`src/verilog/lec_pkg.sv`:
```
/*
 * Constants for the link enhancement control block: offsets, field positions,
 * reset value, writable mask and the asynchronous transmit thresholds.
 * Assumes byte addresses on the memory-mapped port and a 32-bit control word.
 */
package lec_pkg;

   // ****************************************************************
   // Register offsets
   // ****************************************************************
   localparam logic [11:0] LEC_OFS_SET = 12'hA88;
   localparam logic [11:0] LEC_OFS_CLR = 12'hA8C;
   localparam logic [7:0] LEC_CFG_OFS = 8'hF4;

   // ****************************************************************
   // Field positions
   // ****************************************************************
   localparam int LEC_BIT_PIPE_OFF = 15;
   localparam int LEC_BIT_THR_HI = 13;
   localparam int LEC_BIT_THR_LO = 12;
   localparam int LEC_BIT_TS_STAMP = 10;
   localparam int LEC_BIT_VID_STAMP = 8;
   localparam int LEC_BIT_PRIO_ARB = 7;
   localparam int LEC_BIT_ACCEL = 1;

   // ****************************************************************
   // Reset value and masks
   // ****************************************************************
   localparam logic [31:0] LEC_RESET_VAL = 32'h0000_1000;
   localparam logic [31:0] LEC_WR_MASK = 32'h0000_B582;
   localparam logic [31:0] LEC_EE_MASK = 32'h0000_B582;

   // ****************************************************************
   // Stream format codes
   // ****************************************************************
   localparam logic [7:0] LEC_FMT_TS = 8'h20;
   localparam logic [7:0] LEC_FMT_VIDEO = 8'h00;

   // ****************************************************************
   // Transmit threshold codes and byte counts
   // ****************************************************************
   typedef enum logic [1:0] {
      LEC_THR_2K = 2'h0,
      LEC_THR_1K7 = 2'h1,
      LEC_THR_1K = 2'h2,
      LEC_THR_512 = 2'h3
   } lec_thr_t;

   localparam logic [11:0] LEC_BYTES_2K = 12'h800;
   localparam logic [11:0] LEC_BYTES_1K7 = 12'h6C0;
   localparam logic [11:0] LEC_BYTES_1K = 12'h400;
   localparam logic [11:0] LEC_BYTES_512 = 12'h200;

endpackage

```
`src/verilog/lec_strm_if.sv`:
```
/*
 * Word stream carrier used between the block's own modules.
 * Assumes one clock; a word moves when valid and ready are both high.
 */
`timescale 1ns/1ps
interface lec_strm_if #(parameter int DATA_W = 32);
   logic valid;
   logic ready;
   logic last;
   logic [DATA_W-1:0] data;

   modport src (output valid, output last, output data, input ready);
   modport snk (input valid, input last, input data, output ready);
endinterface

```
`src/verilog/lec_skid.sv`:
```
/*
 * Two-entry buffer with valid/ready on both sides.
 * Assumes one clock and synchronous active-high reset; full and empty are exact.
 */
`timescale 1ns/1ps
module lec_skid
   import lec_pkg::*;
#(
   parameter int DATA_W = 32
)
(
   input wire logic clk_sys,
   input wire logic sys_rst,
   lec_strm_if.snk up,
   lec_strm_if.src dn
);

   if (DATA_W < 1)
   begin : g_bad_width
      $error("DATA_W must be at least 1");
   end

   // ****************************************************************
   // Storage
   // ****************************************************************
   logic [DATA_W:0] mem_q [2];
   logic wr_ptr_q;
   logic rd_ptr_q;
   logic [1:0] cnt_q;
   logic push;
   logic pop;
   logic [1:0] cnt_d;
   logic rdy_q;

   // Handshakes on both sides
   assign push = up.valid && up.ready;
   assign pop = dn.valid && dn.ready;
   assign up.ready = rdy_q;
   assign dn.valid = (cnt_q != 2'h0);
   assign dn.data = mem_q[rd_ptr_q][DATA_W-1:0];
   assign dn.last = mem_q[rd_ptr_q][DATA_W];

   // Fill level after this edge's moves
   assign cnt_d = cnt_q + {1'b0, push} - {1'b0, pop};

   // Entry writes
   always_ff @(posedge clk_sys)
   begin
      if (push)
      begin
         mem_q[wr_ptr_q] <= {up.last, up.data};
      end
   end

   // Pointers and fill level
   always_ff @(posedge clk_sys)
   begin
      if (sys_rst)
      begin
         wr_ptr_q <= 1'b0;
         rd_ptr_q <= 1'b0;
         cnt_q <= 2'h0;
         rdy_q <= 1'b1;
      end
      else
      begin
         if (push)
         begin
            wr_ptr_q <= ~wr_ptr_q;
         end
         if (pop)
         begin
            rd_ptr_q <= ~rd_ptr_q;
         end
         cnt_q <= cnt_d;
         rdy_q <= (cnt_d != 2'h2); // Ready from a flop, same timing as the fill level
      end
   end

endmodule

```
`src/verilog/lec_tx_gate.sv`:
```
/*
 * Start decision for the asynchronous transmit path: fill threshold,
 * end-of-packet, and fall-back to store-and-forward.
 * Assumes word accept pulses from the buffer output and a tx_done pulse per packet.
 */
`timescale 1ns/1ps
module lec_tx_gate
   import lec_pkg::*;
#(
   parameter int WORD_BYTES = 4
)
(
   input wire logic clk_sys,
   input wire logic sys_rst,
   input wire logic [1:0] thr_sel,
   input wire logic word_acc,
   input wire logic word_last,
   input wire logic underrun,
   input wire logic retry_pkt,
   input wire logic retries_zero,
   input wire logic tx_done,
   output logic tx_start,
   output logic store_fwd
);

   if (WORD_BYTES < 1 || WORD_BYTES > 256)
   begin : g_bad_step
      $error("WORD_BYTES must be from 1 to 256");
   end

   localparam logic [11:0] STEP = 12'(WORD_BYTES);

   logic [11:0] cnt_q;
   logic eop_q;
   logic fallback_q;
   logic [11:0] thr_bytes;
   logic sf_now;

   // Byte threshold from the field
   always_comb
   begin
      unique case (lec_thr_t'(thr_sel))
         LEC_THR_2K: thr_bytes = LEC_BYTES_2K;
         LEC_THR_1K7: thr_bytes = LEC_BYTES_1K7;
         LEC_THR_1K: thr_bytes = LEC_BYTES_1K;
         LEC_THR_512: thr_bytes = LEC_BYTES_512;
      endcase
   end

   // Store-and-forward forced by field, underrun, retry or zero retries
   assign sf_now = (thr_sel == LEC_THR_2K) || fallback_q || retry_pkt || retries_zero;

   // Underrun latch: set wins over the end-of-packet clear
   always_ff @(posedge clk_sys)
   begin
      if (sys_rst)
      begin
         fallback_q <= 1'b0;
      end
      else if (underrun)
      begin
         fallback_q <= 1'b1;
      end
      else if (tx_done)
      begin
         fallback_q <= 1'b0;
      end
   end

   // Fill count and end-of-packet token of the packet being assembled
   always_ff @(posedge clk_sys)
   begin
      if (sys_rst)
      begin
         cnt_q <= 12'h000;
         eop_q <= 1'b0;
      end
      else if (tx_done)
      begin
         cnt_q <= word_acc ? STEP : 12'h000;
         eop_q <= word_acc && word_last;
      end
      else if (word_acc)
      begin
         cnt_q <= (cnt_q >= LEC_BYTES_2K - STEP) ? LEC_BYTES_2K : cnt_q + STEP;
         eop_q <= eop_q || word_last;
      end
   end

   // Start when whole packet is in, or fill reaches threshold while store-and-forward is off
   always_ff @(posedge clk_sys)
   begin
      if (sys_rst)
      begin
         tx_start <= 1'b0;
         store_fwd <= 1'b1;
      end
      else
      begin
         tx_start <= !tx_done && (eop_q || (!sf_now && cnt_q >= thr_bytes));
         store_fwd <= sf_now;
      end
   end

endmodule

```
`src/verilog/lec_link_enh.sv`:
```
/*
 * Link enhancement control word with set/clear memory-mapped offsets,
 * a configuration-space alias, EEPROM load, and the transmit controls it steers.
 * Assumes synchronous single-cycle strobes on the host, config and EEPROM ports.
 */
`timescale 1ns/1ps
module lec_link_enh
   import lec_pkg::*;
#(
   parameter int DATA_W = 32
)
(
   input wire logic clk_sys,
   input wire logic sys_rst,
   input wire logic [11:0] mm_addr,
   input wire logic mm_wr,
   input wire logic mm_rd,
   input wire logic [31:0] mm_wdata,
   output logic [31:0] mm_rdata,
   output logic mm_rvalid,
   input wire logic [7:0] cfg_addr,
   input wire logic cfg_wr,
   input wire logic cfg_rd,
   input wire logic [31:0] cfg_wdata,
   output logic [31:0] cfg_rdata,
   output logic cfg_rvalid,
   input wire logic ee_present,
   input wire logic ee_load,
   input wire logic [15:0] ee_data,
   input wire logic [7:0] stream_format_code,
   output logic transport_stream_stamp_on,
   output logic video_cip_stamp_on,
   output logic async_tx_pipeline_off,
   output logic priority_arb_on,
   output logic phy_accel_notify,
   input wire logic s_valid,
   output logic s_ready,
   input wire logic s_last,
   input wire logic [DATA_W-1:0] s_data,
   output logic m_valid,
   input wire logic m_ready,
   output logic m_last,
   output logic [DATA_W-1:0] m_data,
   input wire logic underrun,
   input wire logic retry_pkt,
   input wire logic retries_zero,
   input wire logic tx_done,
   output logic tx_start,
   output logic store_fwd
);

   // ****************************************************************
   // Elaboration checks
   // ****************************************************************
   if (DATA_W < 8 || DATA_W % 8 != 0 || DATA_W > 256)
   begin : g_bad_width
      $error("DATA_W must be a multiple of 8 from 8 to 256");
   end

   // Package fields must fill the writable mask exactly
   localparam logic [31:0] FIELD_BITS = (32'h1 << LEC_BIT_PIPE_OFF) | (32'h1 << LEC_BIT_THR_HI)
      | (32'h1 << LEC_BIT_THR_LO) | (32'h1 << LEC_BIT_TS_STAMP) | (32'h1 << LEC_BIT_VID_STAMP)
      | (32'h1 << LEC_BIT_PRIO_ARB) | (32'h1 << LEC_BIT_ACCEL);

   if (FIELD_BITS != LEC_WR_MASK)
   begin : g_bad_mask
      $error("Writable mask must match the field positions");
   end

   if ((LEC_EE_MASK & ~LEC_WR_MASK) != 32'h0000_0000)
   begin : g_bad_ee_mask
      $error("EEPROM mask may only cover writable bits");
   end

   if ((LEC_RESET_VAL & ~LEC_WR_MASK) != 32'h0000_0000)
   begin : g_bad_reset
      $error("Reset value may only set writable bits");
   end

   if (LEC_BIT_THR_HI != LEC_BIT_THR_LO + 1)
   begin : g_bad_thr
      $error("Threshold field must be two adjacent bits");
   end

   if (LEC_OFS_SET[1:0] != 2'h0 || LEC_OFS_CLR[1:0] != 2'h0 || LEC_OFS_SET == LEC_OFS_CLR)
   begin : g_bad_ofs
      $error("Set and clear offsets must be distinct word addresses");
   end

   // ****************************************************************
   // Control word
   // ****************************************************************
   logic [31:0] word_q;
   logic [31:0] word_d;
   logic hit_set;
   logic hit_clr;
   logic hit_cfg;
   logic wr_set;
   logic wr_clr;
   logic wr_cfg;
   logic wr_ee;
   logic fmt_is_ts;
   logic fmt_is_video;
   logic [31:0] rd_word;

   // Address decode of the three access paths
   assign hit_set = (mm_addr == LEC_OFS_SET);
   assign hit_clr = (mm_addr == LEC_OFS_CLR);
   assign hit_cfg = (cfg_addr == LEC_CFG_OFS);

   // Write strobes per access path
   assign wr_set = mm_wr && hit_set;
   assign wr_clr = mm_wr && hit_clr;
   assign wr_cfg = cfg_wr && hit_cfg;
   assign wr_ee = ee_present && ee_load;

   // Format code compare for the two stamp kinds
   assign fmt_is_ts = (stream_format_code == LEC_FMT_TS);
   assign fmt_is_video = (stream_format_code == LEC_FMT_VIDEO);

   // Visible word; unstored positions always read zero
   assign rd_word = word_q & LEC_WR_MASK;

   // Next value: EEPROM over config over set/clear; only writable bits move
   always_comb
   begin
      word_d = word_q;
      if (wr_set)
      begin
         word_d = word_q | (mm_wdata & LEC_WR_MASK);
      end
      else if (wr_clr)
      begin
         word_d = word_q & ~(mm_wdata & LEC_WR_MASK);
      end
      if (wr_cfg)
      begin
         word_d = cfg_wdata & LEC_WR_MASK;
      end
      if (wr_ee)
      begin
         word_d = (word_d & ~LEC_EE_MASK) | ({16'h0000, ee_data} & LEC_EE_MASK);
      end
   end

   // Control word register
   always_ff @(posedge clk_sys)
   begin
      if (sys_rst)
      begin
         word_q <= LEC_RESET_VAL;
      end
      else
      begin
         word_q <= word_d;
      end
   end

   // ****************************************************************
   // Read paths
   // ****************************************************************

   // Memory-mapped reads at either offset return the word; others read zero
   always_ff @(posedge clk_sys)
   begin
      if (sys_rst)
      begin
         mm_rdata <= 32'h0000_0000;
         mm_rvalid <= 1'b0;
      end
      else
      begin
         mm_rvalid <= mm_rd;
         mm_rdata <= (mm_rd && (hit_set || hit_clr)) ? rd_word : 32'h0000_0000;
      end
   end

   // Configuration-space alias read
   always_ff @(posedge clk_sys)
   begin
      if (sys_rst)
      begin
         cfg_rdata <= 32'h0000_0000;
         cfg_rvalid <= 1'b0;
      end
      else
      begin
         cfg_rvalid <= cfg_rd;
         cfg_rdata <= (cfg_rd && hit_cfg) ? rd_word : 32'h0000_0000;
      end
   end

   // ****************************************************************
   // Steered controls
   // ****************************************************************

   // Link controls straight from the word
   always_ff @(posedge clk_sys)
   begin
      if (sys_rst)
      begin
         async_tx_pipeline_off <= 1'b0;
         priority_arb_on <= 1'b0;
         phy_accel_notify <= 1'b0;
      end
      else
      begin
         async_tx_pipeline_off <= word_q[LEC_BIT_PIPE_OFF];
         priority_arb_on <= word_q[LEC_BIT_PRIO_ARB];
         phy_accel_notify <= word_q[LEC_BIT_ACCEL];
      end
   end

   // Stream stamps only for their own format code
   always_ff @(posedge clk_sys)
   begin
      if (sys_rst)
      begin
         transport_stream_stamp_on <= 1'b0;
         video_cip_stamp_on <= 1'b0;
      end
      else
      begin
         transport_stream_stamp_on <= word_q[LEC_BIT_TS_STAMP] && fmt_is_ts;
         video_cip_stamp_on <= word_q[LEC_BIT_VID_STAMP] && fmt_is_video;
      end
   end

   // ****************************************************************
   // Transmit data path
   // ****************************************************************
   lec_strm_if #(.DATA_W(DATA_W)) in_if ();
   lec_strm_if #(.DATA_W(DATA_W)) out_if ();
   logic hold_valid_q;
   logic hold_last_q;
   logic [DATA_W-1:0] hold_data_q;

   // Input stream onto the buffer's carrier
   assign in_if.valid = s_valid;
   assign in_if.last = s_last;
   assign in_if.data = s_data;
   assign s_ready = in_if.ready;

   // Buffer between host words and the transmit FIFO
   lec_skid #(.DATA_W(DATA_W)) u_skid (
      .clk_sys(clk_sys),
      .sys_rst(sys_rst),
      .up(in_if.snk),
      .dn(out_if.src)
   );

   // Output register stage; takes a word only when it is empty or drained
   assign out_if.ready = !hold_valid_q || m_ready;

   // Output word register
   always_ff @(posedge clk_sys)
   begin
      if (sys_rst)
      begin
         hold_valid_q <= 1'b0;
         hold_last_q <= 1'b0;
         hold_data_q <= '0;
      end
      else if (out_if.ready)
      begin
         hold_valid_q <= out_if.valid;
         hold_last_q <= out_if.last;
         hold_data_q <= out_if.data;
      end
   end

   // Output stream straight from the hold registers
   assign m_valid = hold_valid_q;
   assign m_last = hold_last_q;
   assign m_data = hold_data_q;

   // Transmit start decision from the programmed threshold
   lec_tx_gate #(.WORD_BYTES(DATA_W / 8)) u_gate (
      .clk_sys(clk_sys),
      .sys_rst(sys_rst),
      .thr_sel(word_q[LEC_BIT_THR_HI:LEC_BIT_THR_LO]),
      .word_acc(m_valid && m_ready),
      .word_last(m_last),
      .underrun(underrun),
      .retry_pkt(retry_pkt),
      .retries_zero(retries_zero),
      .tx_done(tx_done),
      .tx_start(tx_start),
      .store_fwd(store_fwd)
   );

endmodule

```
`config.mk`:
```
export PLATFORM = sky130hd
export DESIGN_NAME = lec_link_enh
export DESIGN_NICKNAME = d
export VERILOG_FILES = /design/src/verilog/lec_pkg.sv /design/src/verilog/lec_strm_if.sv /design/src/verilog/lec_skid.sv /design/src/verilog/lec_tx_gate.sv /design/src/verilog/lec_link_enh.sv
export SDC_FILE = /design/constraint.sdc
export NUM_CORES = 1
export LEC_CHECK = 0
export BUFFER_PORTS_ARGS = -buffer_cell sky130_fd_sc_hd__buf_4
export CAP_MARGIN = 20
export CORE_ASPECT_RATIO = 2
export CORE_MARGIN = 2
export CORE_UTILIZATION = 51
export CTS_CLUSTER_DIAMETER = 100
export DETAILED_ROUTE_END_ITERATION = 12
export PLACE_DENSITY = 0.85
export SETUP_SLACK_MARGIN = 0.3
export SLEW_MARGIN = 5
export SYNTH_ARGS = -nofsm -noshare
export SYNTH_HDL_FRONTEND = slang
export SYNTH_SLANG_ARGS = --single-unit
```
`constraint.sdc`:
```
create_clock -name clk_sys -period 3.9 [get_ports clk_sys]
set_clock_uncertainty 0.15 [all_clocks]
set_input_delay 0.975 -clock clk_sys [delete_from_list [all_inputs] [get_ports clk_sys]]
set_output_delay 0.975 -clock clk_sys [all_outputs]
set_load 0.01 [all_outputs]
```
Word level (Yosys, flattened, before mapping). Memories as Yosys holds them, arrays and structs flattened. A register that Yosys moved wholly into a read port is not among the register bits. Index checks and enable logic that the tools add are counted. W data, S select, Z words.

Flip-flop bits (word level): 125. Output and inout port bits: 108. Bits in writable memories: 66. Bits of input ports: 155. Memories: 1. Word-level logic and storage cells: 92.

Memory list: u_skid.mem_q (words 2, width 33, read ports 1, clocked after memory_dff 1, wr ports 1, RTL line lec_skid.sv:26) `logic [DATA_W:0] mem_q [2];`.

Reductions and logical operators: 32. Eq/ne operators: 8. Muxes and demuxes: 15. Magnitude comparators: 2. Bitwise logic cells: 8. Add/sub/neg operators: 3.

Operators with widths (count): $mux W32 (4); $or A32 B16 Y32 (2); $pmux W12 S4 (1); $mux W12 (3); $and A32 B32 Y32 (1); $not A16 Y32 (1); $eq A12 B12 Y1 const B (2); $logic_and A1 B1 Y1 (14); $add A12 B3 Y12 const B (1); $ge A12 B11 Y1 const B (1); $ge A12 B12 Y1 (1); $eq A8 B6 Y1 const B (1); $eq A8 B8 Y1 const B (1); $logic_not A8 Y1 (1); $logic_or A1 B1 Y1 (7); $mux W1 (6); $reduce_bool A2 Y1 (3); $eq A2 B2 Y1 const B (2); $not A1 Y1 (4); $reduce_bool A4 Y1 (1); $reduce_or A2 Y1 (2); $logic_not A1 Y1 (3); $mux W3 (1); $add A2 B1 Y2 (1); other kinds (4) (4).

Depth between registers and ports, before layout. Gate-level depths: netlist of the first run.

Depth after elaboration: 8. Depth in mapped cells: 10. Depth with buffers taken out: 9.

By module. A second synthesis of the first run with hierarchy kept.

Cell total of the unflattened synthesis: 537. Area, all modules: 6218.5 sq um.

By module, submodules not included: lec_link_enh (cells an instance 314, instances 1, sequential area each 1241.2 sq um, area each 2695.1 sq um); lec_skid (cells an instance 129, instances 1, sequential area each 2102.0 sq um, area each 2636.3 sq um); lec_tx_gate (cells an instance 94, instances 1, sequential area each 280.3 sq um, area each 887.1 sq um).

Worst setup path after synthesis of the first run. Ideal clock, no wire load.

Kind: input -> register. Start: input port s_valid. End: memory u_skid.mem_q[0][0] in the netlist's numbering (enable). Arrival: 2466 ps. Slack: 861 ps. Path buffers: 0. Cell stages on the path: 2. Path through: nand2_1 nor2_1.

Cells in the longest elaborated chain, start to end: 3.

RTL lines: from (decl) (RTL line lec_link_enh.sv:36) `input wire logic s_valid,`; $logic_and A1 B1 Y1 (RTL line lec_skid.sv:36) `assign push = up.valid && up.ready;`; $mux W1 (RTL line lec_skid.sv:49) `if (push)`; $mux W1 (not written as such) (RTL line lec_skid.sv:51) `mem_q[wr_ptr_q] <= {up.last, up.data};`; to (decl) (RTL line lec_skid.sv:26).

No other way between the ends.

Final worst setup path of the first run.
Start: input port cfg_addr[1]. End: register word_q[15].

Cells in the longest elaborated chain, start to end: 4. Elaborated cells between the ends (all ways): 5.

RTL lines: from (decl) (RTL line lec_link_enh.sv:21) `input wire logic [7:0] cfg_addr,`; $eq A8 B8 Y1 (*) (RTL line lec_link_enh.sv:109) `assign hit_cfg = (cfg_addr == LEC_CFG_OFS);`; $logic_and A1 B1 Y1 (*) (RTL line lec_link_enh.sv:114) `assign wr_cfg = cfg_wr && hit_cfg;`; $mux W32 (RTL line lec_link_enh.sv:136) `if (wr_cfg)`; $mux W32 (RTL line lec_link_enh.sv:140) `if (wr_ee)`; to (signal assigned) (RTL line lec_link_enh.sv:155) `word_q <= word_d;`; to (decl) (RTL line lec_link_enh.sv:93) `logic [31:0] word_q;`.

Every way passes the cells marked *; elsewhere a longest branch is shown, timed or not. A chain may end at the register's enable or synchronous reset.

==> out/metrics.csv, run 1 <==
stage;metric;value;unit
timing;setup_violations;0;
cells_and_area;fin_cells;807;
floorplan;core;0.0114;mm²
synthesis;syn-cell-area;0.00593;mm²
critical_path;r2r_slack;1.88;ns
clock_tree;cts-root-buf;clkbuf_16;
clock_tree;clockBufferDepth;2;
critical_path;cp_cell_sequence;buf_4 > nor4b_1 > and3_1 > a21oi_1 > a211oi_1;
critical_path;worstPathMaxFanout;7;
pwr;power;4.49;mW
cells_and_area;nNetsFinal;818;
drt;drc_errors;0;
floorplan;core.rowCount;55;
cells_and_area;utilization;0.672;
global_route;grtUsageTotal;0.211;
timing;tightest_slew;1.12;ns
global_route;grt_remaining_overflow;0;
timing;rsz0062_at_grt;false;
drt;num_vias;4268;
clock_tree;clk_latency;0.41;ns
placement;dp_cells;775;
floorplan;die_w;80.3;µm
placement;io_buffers;153;
critical_path;worstSetupPathType;in -> reg;
critical_path;start_kind;input port;
synthesis;synth_ff_type;dfxtp_1;
floorplan;io_pins;263;
synthesis;yosysTopAreaCell;edfxtp_1;
critical_path;crit_path_top_delay_cell;nor4b_1;
drt;avgViaCountPerCell;5.29;
synthesis;yosysUniqueCellTypes;47;
critical_path;worstReg2RegEnd;u_skid.mem_q[1][14]$_DFFE_PP_;
clock_tree;cts_resized;0;
synthesis;synthTopCellsByArea;edfxtp_1 (33%), dfxtp_1 (27%), buf_4 (6.3%);
drt;routed_wl;13.4;mm
pwr;irDropWorstVdd;0.475;mV
cells_and_area;layout-drive-gt1-share;0.289;
clock_tree;cts_tree;yes;
placement;gp_congestion;0.811;
cells_and_area;regArea;0.00360;mm²
min_path;hold_class;reg -> reg;
clock_tree;hold_buffers;0;
clock_tree;cts_setup_buffers;0;
critical_path;cp_top_family;simple AND/OR/NAND/NOR gates;
synthesis;synth.avg_cell_area;11.8;µm²
global_route;grt_max_degree;68;
global_route;grt_pass1_vias;4283;
cells_and_area;syn_to_final_growth;28.5;%
timing;fin_ws;1.50;ns
synthesis;ys.warnings.count;0;
synthesis;async_reset_ff_frac;0;
floorplan;die_h;157;µm
timing;maxSlewHeadroom;0.253;
global_route;grt_pass1_wl;19.8;mm
synthesis;yosysSeqAreaShare;0.607;
critical_path;path_buf_inv;1;
placement;hpwl;9.58;mm
timing;fin_tns_setup;0;ns
synthesis;synth_top_area_frac;0.334;
critical_path;regToRegStartpoint;u_skid.wr_ptr_q$_SDFFE_PP0P_;
placement;dpl_cell_area;0.00700;mm²
synthesis;synth_common_cells;dfxtp_1 (81), edfxtp_1 (66), nor2_1 (59);
placement;dpl_worst_slack;1.04;ns
timing;final_max_slew_viol_count;0;
pwr;pwr_density_cell;589;mW/mm²
synthesis;synth_most_common_cell;dfxtp_1;
critical_path;crit_cells;5;
critical_path;cp-startpoint;cfg_addr[1];
drt;antenna_left;0;
critical_path;max_stage_delay;0.62;ns
critical_path;crit_arrival;2.55;ns
cells_and_area;final_area;0.00763;mm²
cells_and_area;multi_input_area;0.00200;mm²
synthesis;syn_inst;502;
timing;hold_ws;0.320;ns
drt;dr.pass1.iters;4;
pwr;leakage;3.24;nW
job;max_cap_violations;0;
global_route;antenna_found_initial;0;
clock_tree;cts.htree.levels;4;
floorplan;dieArea;0.0126;mm²
floorplan;start_util;0.523;
critical_path;worst_r2r_path_depth;2;
clock_tree;clkSinkCount;147;
timing;min_period;2.40;ns
outcome;outcome;finished, final reports clean;
synthesis;ys_ff_latch;147;
drt;drt-wirelength-per-cell;16.6;µm
clock_tree;cts_made_buffers;17;
cells_and_area;fill_cells;833;
timing;timing.final.crit_share;0.616;
critical_path;end_kind;register;
drt;drt_iter0_markers;154;
clock_tree;cts.clk_slew.worst_paths;0.06;ns
timing;hold_viol;0;
cells_and_area;diodes;0;
synthesis;synth_edf_count;66;
critical_path;crit_required;4.05;ns
critical_path;worstSetupEndpoint;word_q[15]$_SDFFE_PP0P_;
timing;clock.fmax;0.416;GHz
-- placed cells by master (no fill, tap or decap), drive strengths merged, types with 11 or more instances in the layout --
cell type  synthesis  final
buf               59    155
dfxtp             81     81
inv               15     21
a211oi            37     37
edfxtp            66     66
ha                11     11
nor2              59     59
and2              17     17
clkbuf            14     18
nand2             17     17
conb               1     50
mux2i             33     33
-- worst register-to-register path: cells and delay by family, from the launching register on --
kind                   cells  cell delay (ns)
flip-flops                 1             0.42
AND/OR/NAND/NOR            1             0.73
buffers and inverters      1             0.40
-- flip-flops by register name (all words and copies together), names as in the netlist, 2 cells and up --
register and count:
u_skid.cnt_q 2, u_gate.cnt_q 10, word_q 7, mm_rdata 7, m_data 32, u_skid.mem_q 66, cfg_rdata 7
-- worst min-delay path by stage --
stage | depth (start not counted) | slack (ns) | start | to
after CTS | 2 | 0.32 | word_q[10]$_SDFFE_PP0P_ | transport_stream_stamp_on$_SDFF_PP0_
final | 2 | 0.32 | word_q[10]$_SDFFE_PP0P_ | transport_stream_stamp_on$_SDFF_PP0_
after detailed placement | 2 | 0.31 | word_q[10]$_SDFFE_PP0P_ | transport_stream_stamp_on$_SDFF_PP0_
after global placement | 1 | 0.31 | word_q[8]$_SDFFE_PP0P_ | mm_rdata[8]$_SDFF_PP0_
after global routing | 2 | 0.34 | word_q[10]$_SDFFE_PP0P_ | transport_stream_stamp_on$_SDFF_PP0_
after floorplan | 2 | 0.28 | word_q[10]$_SDFFE_PP0P_ | transport_stream_stamp_on$_SDFF_PP0_
-- cells by family after synthesis --
group / Yosys count / share of synthesized area
muxes: 33 / 0.0557
and+or+nand+nor: 142 / 0.121
adders and majority gates: 11 / 0.0232
buffers and inverters: 88 / 0.0892
xor gates and xnor gates: 9 / 0.0133
DFF: 147 / 0.607
AOI/OAI and AO/OA: 71 / 0.0898
other: 1 / 0.000632
-- area by class of cell --
| type | count | area share |
|---|---|---|
| Tap cell | 142 | 0.0233 |
| Clock inverter | 14 | 0.0262 |
| Timing Repair Buffer | 155 | 0.153 |
| Clock buffer | 18 | 0.0563 |
| Multi-Input combinational cell | 316 | 0.262 |
| Sequential cell | 147 | 0.473 |
| Inverter | 15 | 0.00738 |
-- power by group --
part | internal [mW] | total (mW) | switching (mW)
Clock | 1.08 | 1.73 | 0.642
Sequential | 1.82 | 2.00 | 0.179
Combinational | 0.396 | 0.764 | 0.369
-- layer usage --
metal,global-route usage,vias up,part of all wire
li1,-,2009,-
met1,0.180,1976,0.32
met2,0.406,232,0.57
met3,0.0542,51,0.063
met4,0.139,0,0.051
met5,0,-,0
Note: power is estimated with default switching activity, not from simulation.
==> run 2, diff against run 1 <==
--- a/config.mk
+++ b/config.mk
@@ -9,10 +9,10 @@
 export CAP_MARGIN = 20
 export CORE_ASPECT_RATIO = 2
 export CORE_MARGIN = 2
-export CORE_UTILIZATION = 51
+export CORE_UTILIZATION = 43
 export CTS_CLUSTER_DIAMETER = 100
 export DETAILED_ROUTE_END_ITERATION = 12
-export PLACE_DENSITY = 0.85
+export PLACE_DENSITY = 0.77
 export SETUP_SLACK_MARGIN = 0.3
 export SLEW_MARGIN = 5
 export SYNTH_ARGS = -nofsm -noshare
==> constraint.sdc (replaced) <==
create_clock -name clk_sys -period 2 [get_ports clk_sys]
set_clock_uncertainty 0.15 [all_clocks]
set_input_delay 0.5 -clock clk_sys [delete_from_list [all_inputs] [get_ports clk_sys]]
set_output_delay 0.5 -clock clk_sys [all_outputs]
set_load 0.01 [all_outputs]
==> run 2 against run 1 <==
First-iteration DRC count grew 16%. Sequential cell count unchanged. Global-route usage shrank 2.5 points. Final cell count increased by 4.3%. Design area grew 5.2%. Power grew 94%. Die area up 18%. Wire length is 5.0% higher. Combinational power grew 140%. Sequential share of layout area is 2.2 points lower. Core utilization is 7.5 points lower. Via count grew 1.6%. Highest routed layer unchanged.
==> out/metrics.csv, run 2 (synthesized netlist as in run 1, its figures left out) <==
stage;metric;value;unit;change
placement;dp_cells;806;;+4.0%
clock_tree;hold_buffers;0;;unchanged
pwr;pwr_density_cell;1080;mW/mm²;+84%
critical_path;worstPathMaxFanout;2;;-5
cells_and_area;nNetsFinal;840;;+2.7%
timing;final_max_slew_viol_count;0;;unchanged
pwr;leakage;3.43;nW;+6.1%
critical_path;crit_required;2.14;ns;-1.91 ns
global_route;antenna_found_initial;0;;unchanged
drt;routed_wl;14.1;mm;+5.0%
cells_and_area;layout-drive-gt1-share;0.351;;+0.0621
cells_and_area;diodes;0;;unchanged
timing;tightest_slew;0.654;ns;-0.466 ns
outcome;outcome;finished, final reports clean;;
cells_and_area;largest_reg_flops;66;;unchanged
global_route;grt_pass1_wl;20.9;mm;+5.5%
placement;io_buffers;153;;unchanged
min_path;hold_path_end;video_cip_stamp_on$_SDFF_PP0_;;
placement;dpl_cell_area;0.00723;mm²;+3.3%
timing;clock.fmax;0.547;GHz;
timing;min_period;1.83;ns;
cells_and_area;final_area;0.00803;mm²;+5.2%
min_path;holdCritStartpoint;stream_format_code[5];;
critical_path;regToRegStartpoint;u_skid.cnt_q[1]$_SDFF_PP0_;;
drt;antenna_left;0;;unchanged
clock_tree;clk_latency;0.41;ns;about the same
cells_and_area;fill_cells;1082;;+30%
critical_path;end_kind;register;;
drt;drt_iter0_markers;179;;+16%
drt;num_vias;4335;;+1.6%
timing;timing.final.crit_share;0.914;;
global_route;grt_remaining_overflow;0;;unchanged
floorplan;core;0.0134;mm²;+18%
drt;drt-wirelength-per-cell;16.7;µm;+0.62%
cells_and_area;fin_cells;842;;+4.3%
timing;hold_viol;0;;unchanged
clock_tree;cts_made_buffers;17;;unchanged
cells_and_area;top_register;u_skid.mem_q;;
pwr;irDropWorstVdd;0.767;mV;+62%
drt;avgViaCountPerCell;5.15;;-2.7%
min_path;hold_class;in -> reg;;
cells_and_area;syn_to_final_growth;35.2;%;
cells_and_area;utilization;0.597;;-0.0745
clock_tree;cts.clk_slew.worst_paths;0.06;ns;about the same
global_route;grt_max_degree;68;;unchanged
floorplan;io_pins;263;;unchanged
critical_path;start_kind;register;;
timing;rsz0062_at_grt;true;;
clock_tree;clkSinkCount;147;;unchanged
critical_path;worstReg2RegEnd;u_skid.up.ready$_SDFF_PP1_;;
floorplan;dieArea;0.0148;mm²;+18%
critical_path;worst_r2r_path_depth;8;;+6
min_path;hold_depth;2;;unchanged
placement;hpwl;10.3;mm;+7.1%
clock_tree;cts.htree.levels;4;;unchanged
floorplan;die_w;87.1;µm;+8.5%
clock_tree;cts_tree;yes;;
floorplan;die_h;170;µm;+8.7%
cells_and_area;layout_common_cells;buf_4 (170), dfxtp_1 (75), edfxtp_1 (66);;
drt;dr.pass1.iters;6;;+2
global_route;grtUsageTotal;0.186;;-0.0254
timing;setup_violations;0;;unchanged
critical_path;crit_arrival;1.97;ns;-0.58 ns
floorplan;core.rowCount;60;;+9.1%
timing;maxSlewHeadroom;0.564;;+0.311
global_route;grt_pass1_vias;4383;;+2.3%
drt;drc_errors;0;;unchanged
critical_path;r2r_slack;0.17;ns;-1.71 ns
critical_path;worstSetupPathType;reg -> reg;;
job;max_cap_violations;0;;unchanged
placement;gp_congestion;0.892;;+9.9%
floorplan;start_util;0.442;;-0.0810
clock_tree;clockBufferDepth;2;;unchanged
clock_tree;cts-root-buf;clkbuf_16;;
cells_and_area;final_common_cell;buf_4;;
## run 2: cell count changes in the layout (fill, tap and decap cells not counted), sizes merged
cell	delta
clkinv	+1
buf	+22
bufinv	-3
clkbuf	-1
inv	+3
## run 2: per-stage QoR
step / hold slack [ns] / setup slack [ns] / TNS [ns] / total power [mW]
finish: 0.110 / 0.171 / 0 / 8.70
floorplan: 0.277 / -0.0472 / -0.0472 / 4.88
CTS: 0.0985 / 0.135 / 0 / 8.74
detailed placement: 0.323 / -0.200 / -1.41 / 5.58
global route: 0.104 / 0.0743 / 0 / 9.09
global placement: 0.315 / -0.107 / -0.687 / 5.48
## run 2: how the worst max path moves through the flow
stage | slack [ns] | cells past startpoint | endpoint | from
floorplan | -0.05 | 10 | u_skid.up.ready$_SDFF_PP1_ | m_ready
global placement | -0.11 | 10 | u_skid.up.ready$_SDFF_PP1_ | m_ready
detailed placement | -0.20 | 10 | u_skid.up.ready$_SDFF_PP1_ | m_ready
CTS | 0.13 | 9 | u_skid.up.ready$_SDFF_PP1_ | m_valid$_SDFFE_PP0N_
global route | 0.07 | 9 | u_skid.up.ready$_SDFF_PP1_ | m_valid$_SDFFE_PP0N_
finish | 0.17 | 8 | u_skid.up.ready$_SDFF_PP1_ | u_skid.cnt_q[1]$_SDFF_PP0_
## run 2: layer usage
metal	routed length (µm)	share of wire	track usage	vias to the layer above
li1	-	-	-	2047
met1	4600	0.33	0.170	2046
met2	8150	0.58	0.363	206
met3	795	0.057	0.0325	36
met4	507	0.036	0.107	0
met5	0	0	0	-
## run 2: cell type report
class                   count  area [µm²]  area share
well taps                 155         194      0.0242
multi-input cells         316        2190       0.272
inverters                  15        58.8     0.00733
clock inverters            15         164      0.0204
repair buffers            177        1380       0.172
flip-flops and latches    147        3620       0.451
clock buffers              17         425      0.0530
## run 2: what timing repair did
action,CTS,global route
setup endpoints to repair,14,18
hold endpoints to repair,0,0
pin swaps,9,16
gates resized for setup,12,22
buffers inserted,1,3
## run 2: critical path, stage by stage (launching register included)
cell	delay, ns
dfxtp_2	0.32
o21a_1	0.20
ha_1	0.28
inv_1	0.05
ha_2	0.18
xor2_2	0.15
and2_1	0.15
nor3_2	0.14
nand2b_1	0.09
## run 2: report_power, final
group	total, mW	internal [mW]	switching [mW]
Sequential	3.74	3.55	0.184
Combinational	1.85	0.889	0.957
Clock	3.12	1.77	1.34
Total	8.70	6.22	2.48
==> run 3, diff against run 2 <==
--- a/config.mk
+++ b/config.mk
@@ -12,7 +12,7 @@
 export CORE_UTILIZATION = 43
 export CTS_CLUSTER_DIAMETER = 100
 export DETAILED_ROUTE_END_ITERATION = 12
-export PLACE_DENSITY = 0.77
+export PLACE_DENSITY_LB_ADDON = 0.12
 export SETUP_SLACK_MARGIN = 0.3
 export SLEW_MARGIN = 5
 export SYNTH_ARGS = -nofsm -noshare
==> run 3 against run 2 <==
Worst setup slack better by 0.060 ns. Combinational power shrank 5%. Design area decreased by 1.6%. Clock power is 6% lower. Sequential power is essentially flat. Core utilization fell by 0.97 points. Largest cell class unchanged.
==> out/metrics.csv, run 3 (synthesized netlist as in run 1, its figures left out) <==
stage;metric;value;unit;change
timing;fin_ws;0.231;ns;+0.0597 ns
pwr;p_int;6.11;mW;-1.8%
global_route;grt_pass1_vias;4143;;-5.5%
critical_path;worstSetupPathType;reg -> reg;;
min_path;holdCritStartpoint;stream_format_code[5];;
critical_path;worstReg2RegEnd;u_skid.up.ready$_SDFF_PP1_;;
floorplan;core.rowCount;60;;unchanged
timing;timing.final.crit_share;0.885;;-0.0298
floorplan;start_util;0.442;;unchanged
clock_tree;clockBufferDepth;2;;unchanged
timing;final_max_slew_viol_count;0;;unchanged
cells_and_area;layout-drive-gt1-share;0.335;;-0.0155
critical_path;start_kind;register;;
cells_and_area;final_common_cell;buf_4;;
cells_and_area;layout_common_cells;buf_4 (165), dfxtp_1 (76), edfxtp_1 (66);;
critical_path;cp-startpoint;u_skid.cnt_q[1]$_SDFF_PP0_;;
critical_path;regToRegStartpoint;u_skid.cnt_q[1]$_SDFF_PP0_;;
floorplan;core;0.0134;mm²;unchanged
drt;drt_iter0_markers;136;;-24%
critical_path;crit_arrival;1.92;ns;-0.05 ns
pwr;leakage;3.37;nW;-1.7%
clock_tree;clkSinkCount;147;;unchanged
cells_and_area;largest_reg_flops;66;;unchanged
critical_path;worstSetupEndpoint;u_skid.up.ready$_SDFF_PP1_;;
pwr;switching_share;0.277;;-0.00836
cells_and_area;top_register;u_skid.mem_q;;
cells_and_area;diodes;0;;unchanged
timing;rsz0062_at_grt;true;;
placement;gp_congestion;0.814;;-8.7%
cells_and_area;utilization;0.588;;-0.00968
global_route;grt_remaining_overflow;0;;unchanged
pwr;irDropWorstVdd;0.831;mV;+8.2%
cells_and_area;syn_to_final_growth;33.0;%;
placement;dpl_cell_area;0.00720;mm²;-0.45%
timing;min_period;1.77;ns;-0.0597 ns
clock_tree;cts.htree.levels;4;;unchanged
pwr;clock_power_share;0.346;;-0.012
timing;clock.fmax;0.565;GHz;+3.4%
timing;hold_ws;0.107;ns;-0.00388 ns
critical_path;worst_r2r_path_depth;8;;unchanged
critical_path;cp_top_family;adder cells;;
timing;fin_tns_setup;0;ns;unchanged
critical_path;end_kind;register;;
pwr;pwr-share-seq;0.447;;+0.017
clock_tree;cts_tree;yes;;
timing;maxSlewHeadroom;0.557;;-0.00709
clock_tree;clk_latency;0.41;ns;about the same
placement;io_buffers;153;;unchanged
placement;hpwl;9.48;mm;-7.6%
drt;antenna_left;0;;unchanged
timing;setup_violations;0;;unchanged
floorplan;io_pins;263;;unchanged
critical_path;crit_cells;8;;unchanged
global_route;grt_pass1_wl;20.4;mm;-2.0%
floorplan;die_w;87.1;µm;unchanged
cells_and_area;fill_cells;1160;;+7.2%
critical_path;cp_cell_sequence;o21a_1 > ha_1 > inv_1 > ha_2 > xor2_1 > and2_1 > nor3_2 > nand2b_1;;
outcome;outcome;finished, final reports clean;;
critical_path;worstPathMaxFanout;3;;+1
critical_path;crit_path_top_delay_cell;dfxtp_2;;
drt;avgViaCountPerCell;5.07;;-1.5%
critical_path;path_buf_inv;1;;unchanged
cells_and_area;final_area;0.00790;mm²;-1.6%
critical_path;r2r_slack;0.23;ns;+0.06 ns
clock_tree;cts_made_buffers;17;;unchanged
drt;drc_errors;0;;unchanged
pwr;p_switching;2.34;mW;-5.8%
placement;dpl_worst_slack;-0.180;ns;+0.0198 ns
critical_path;max_stage_delay;0.33;ns;about the same
timing;hold_viol;0;;unchanged
cells_and_area;nNetsFinal;839;;-0.12%
clock_tree;cts-root-buf;clkbuf_16;;
timing;tightest_slew;0.665;ns;+0.0106 ns
floorplan;die_h;170;µm;unchanged
drt;num_vias;4266;;-1.6%
drt;drt-wirelength-per-cell;15.9;µm;-4.5%
pwr;pwr-share-comb;0.207;;-0.005
drt;routed_wl;13.4;mm;-4.6%
clock_tree;cts.clk_slew.worst_paths;0.06;ns;about the same
min_path;hold_class;in -> reg;;
global_route;grtUsageTotal;0.181;;-0.00475
global_route;grt_max_degree;68;;unchanged
clock_tree;hold_buffers;0;;unchanged
critical_path;crit_required;2.15;ns;about the same
global_route;antenna_found_initial;0;;unchanged
pwr;pwr_density_cell;1070;mW/mm²;-1.3%
job;max_cap_violations;0;;unchanged
floorplan;dieArea;0.0148;mm²;unchanged
drt;dr.pass1.iters;4;;-2
==> run 3: cell types whose count changed in the layout (fill, tap and decap cells not counted), sizes merged <==
cell / delta
buf: -1
bufinv: -1
clkbuf: +3
clkinv: +1
inv: -3
==> run 3: what timing repair did <==
| item | in CTS | in global routing |
|---|---|---|
| setup buffers | 4 | 5 |
| setup endpoints to repair | 12 | 25 |
| cloned | 0 | 0 |
| gates resized for setup | 8 | 13 |
| pin swaps | 5 | 13 |
| hold endpoints to repair | 0 | 0 |
==> run 3: layer usage <==
metal	GRT usage	wire, µm
met4	0.0870	468
met3	0.0422	725
met1	0.182	4660
met5	0	0
met2	0.337	7550
==> run 3: through the flow <==
stage / cells / total power [mW]
floorplan: 551 / 4.88
global route: 841 / 8.86
global placement: 800 / 5.51
CTS: 836 / 8.53
finish: 841 / 8.45
detailed placement: 800 / 5.57
==> run 3: power by group through the flow <==
| stage | Clock [mW] | Combinational [mW] | Sequential, mW |
|---|---|---|---|
| after floorplan | 0 | 1.05 | 3.83 |
| after global placement | 0 | 1.69 | 3.82 |
| after detailed placement | 0 | 1.73 | 3.84 |
| after CTS | 3.01 | 1.74 | 3.78 |
| after global routing | 3.14 | 1.90 | 3.82 |
| final | 2.93 | 1.75 | 3.77 |
==> run 3: worst min-delay path by stage <==
stage	endpoint	cells past startpoint	slack [ns]
final	video_cip_stamp_on$_SDFF_PP0_	2	0.11
after detailed placement	cfg_rdata[15]$_SDFF_PP0_	1	0.31
after CTS	video_cip_stamp_on$_SDFF_PP0_	2	0.08
after global placement	cfg_rdata[15]$_SDFF_PP0_	1	0.31
after floorplan	transport_stream_stamp_on$_SDFF_PP0_	2	0.28
after global routing	video_cip_stamp_on$_SDFF_PP0_	2	0.1
==> run 3: layout make-up <==
type / instances / area (µm²) / share of cell area
multi-input combinational: 316 / 2100 / 0.265
timing repair buffer: 176 / 1390 / 0.176
tap: 155 / 194 / 0.0246
sequential: 147 / 3610 / 0.457
clock buffer: 20 / 457 / 0.0578
inverter: 15 / 56.3 / 0.00713
clock inverter: 12 / 93.8 / 0.0119
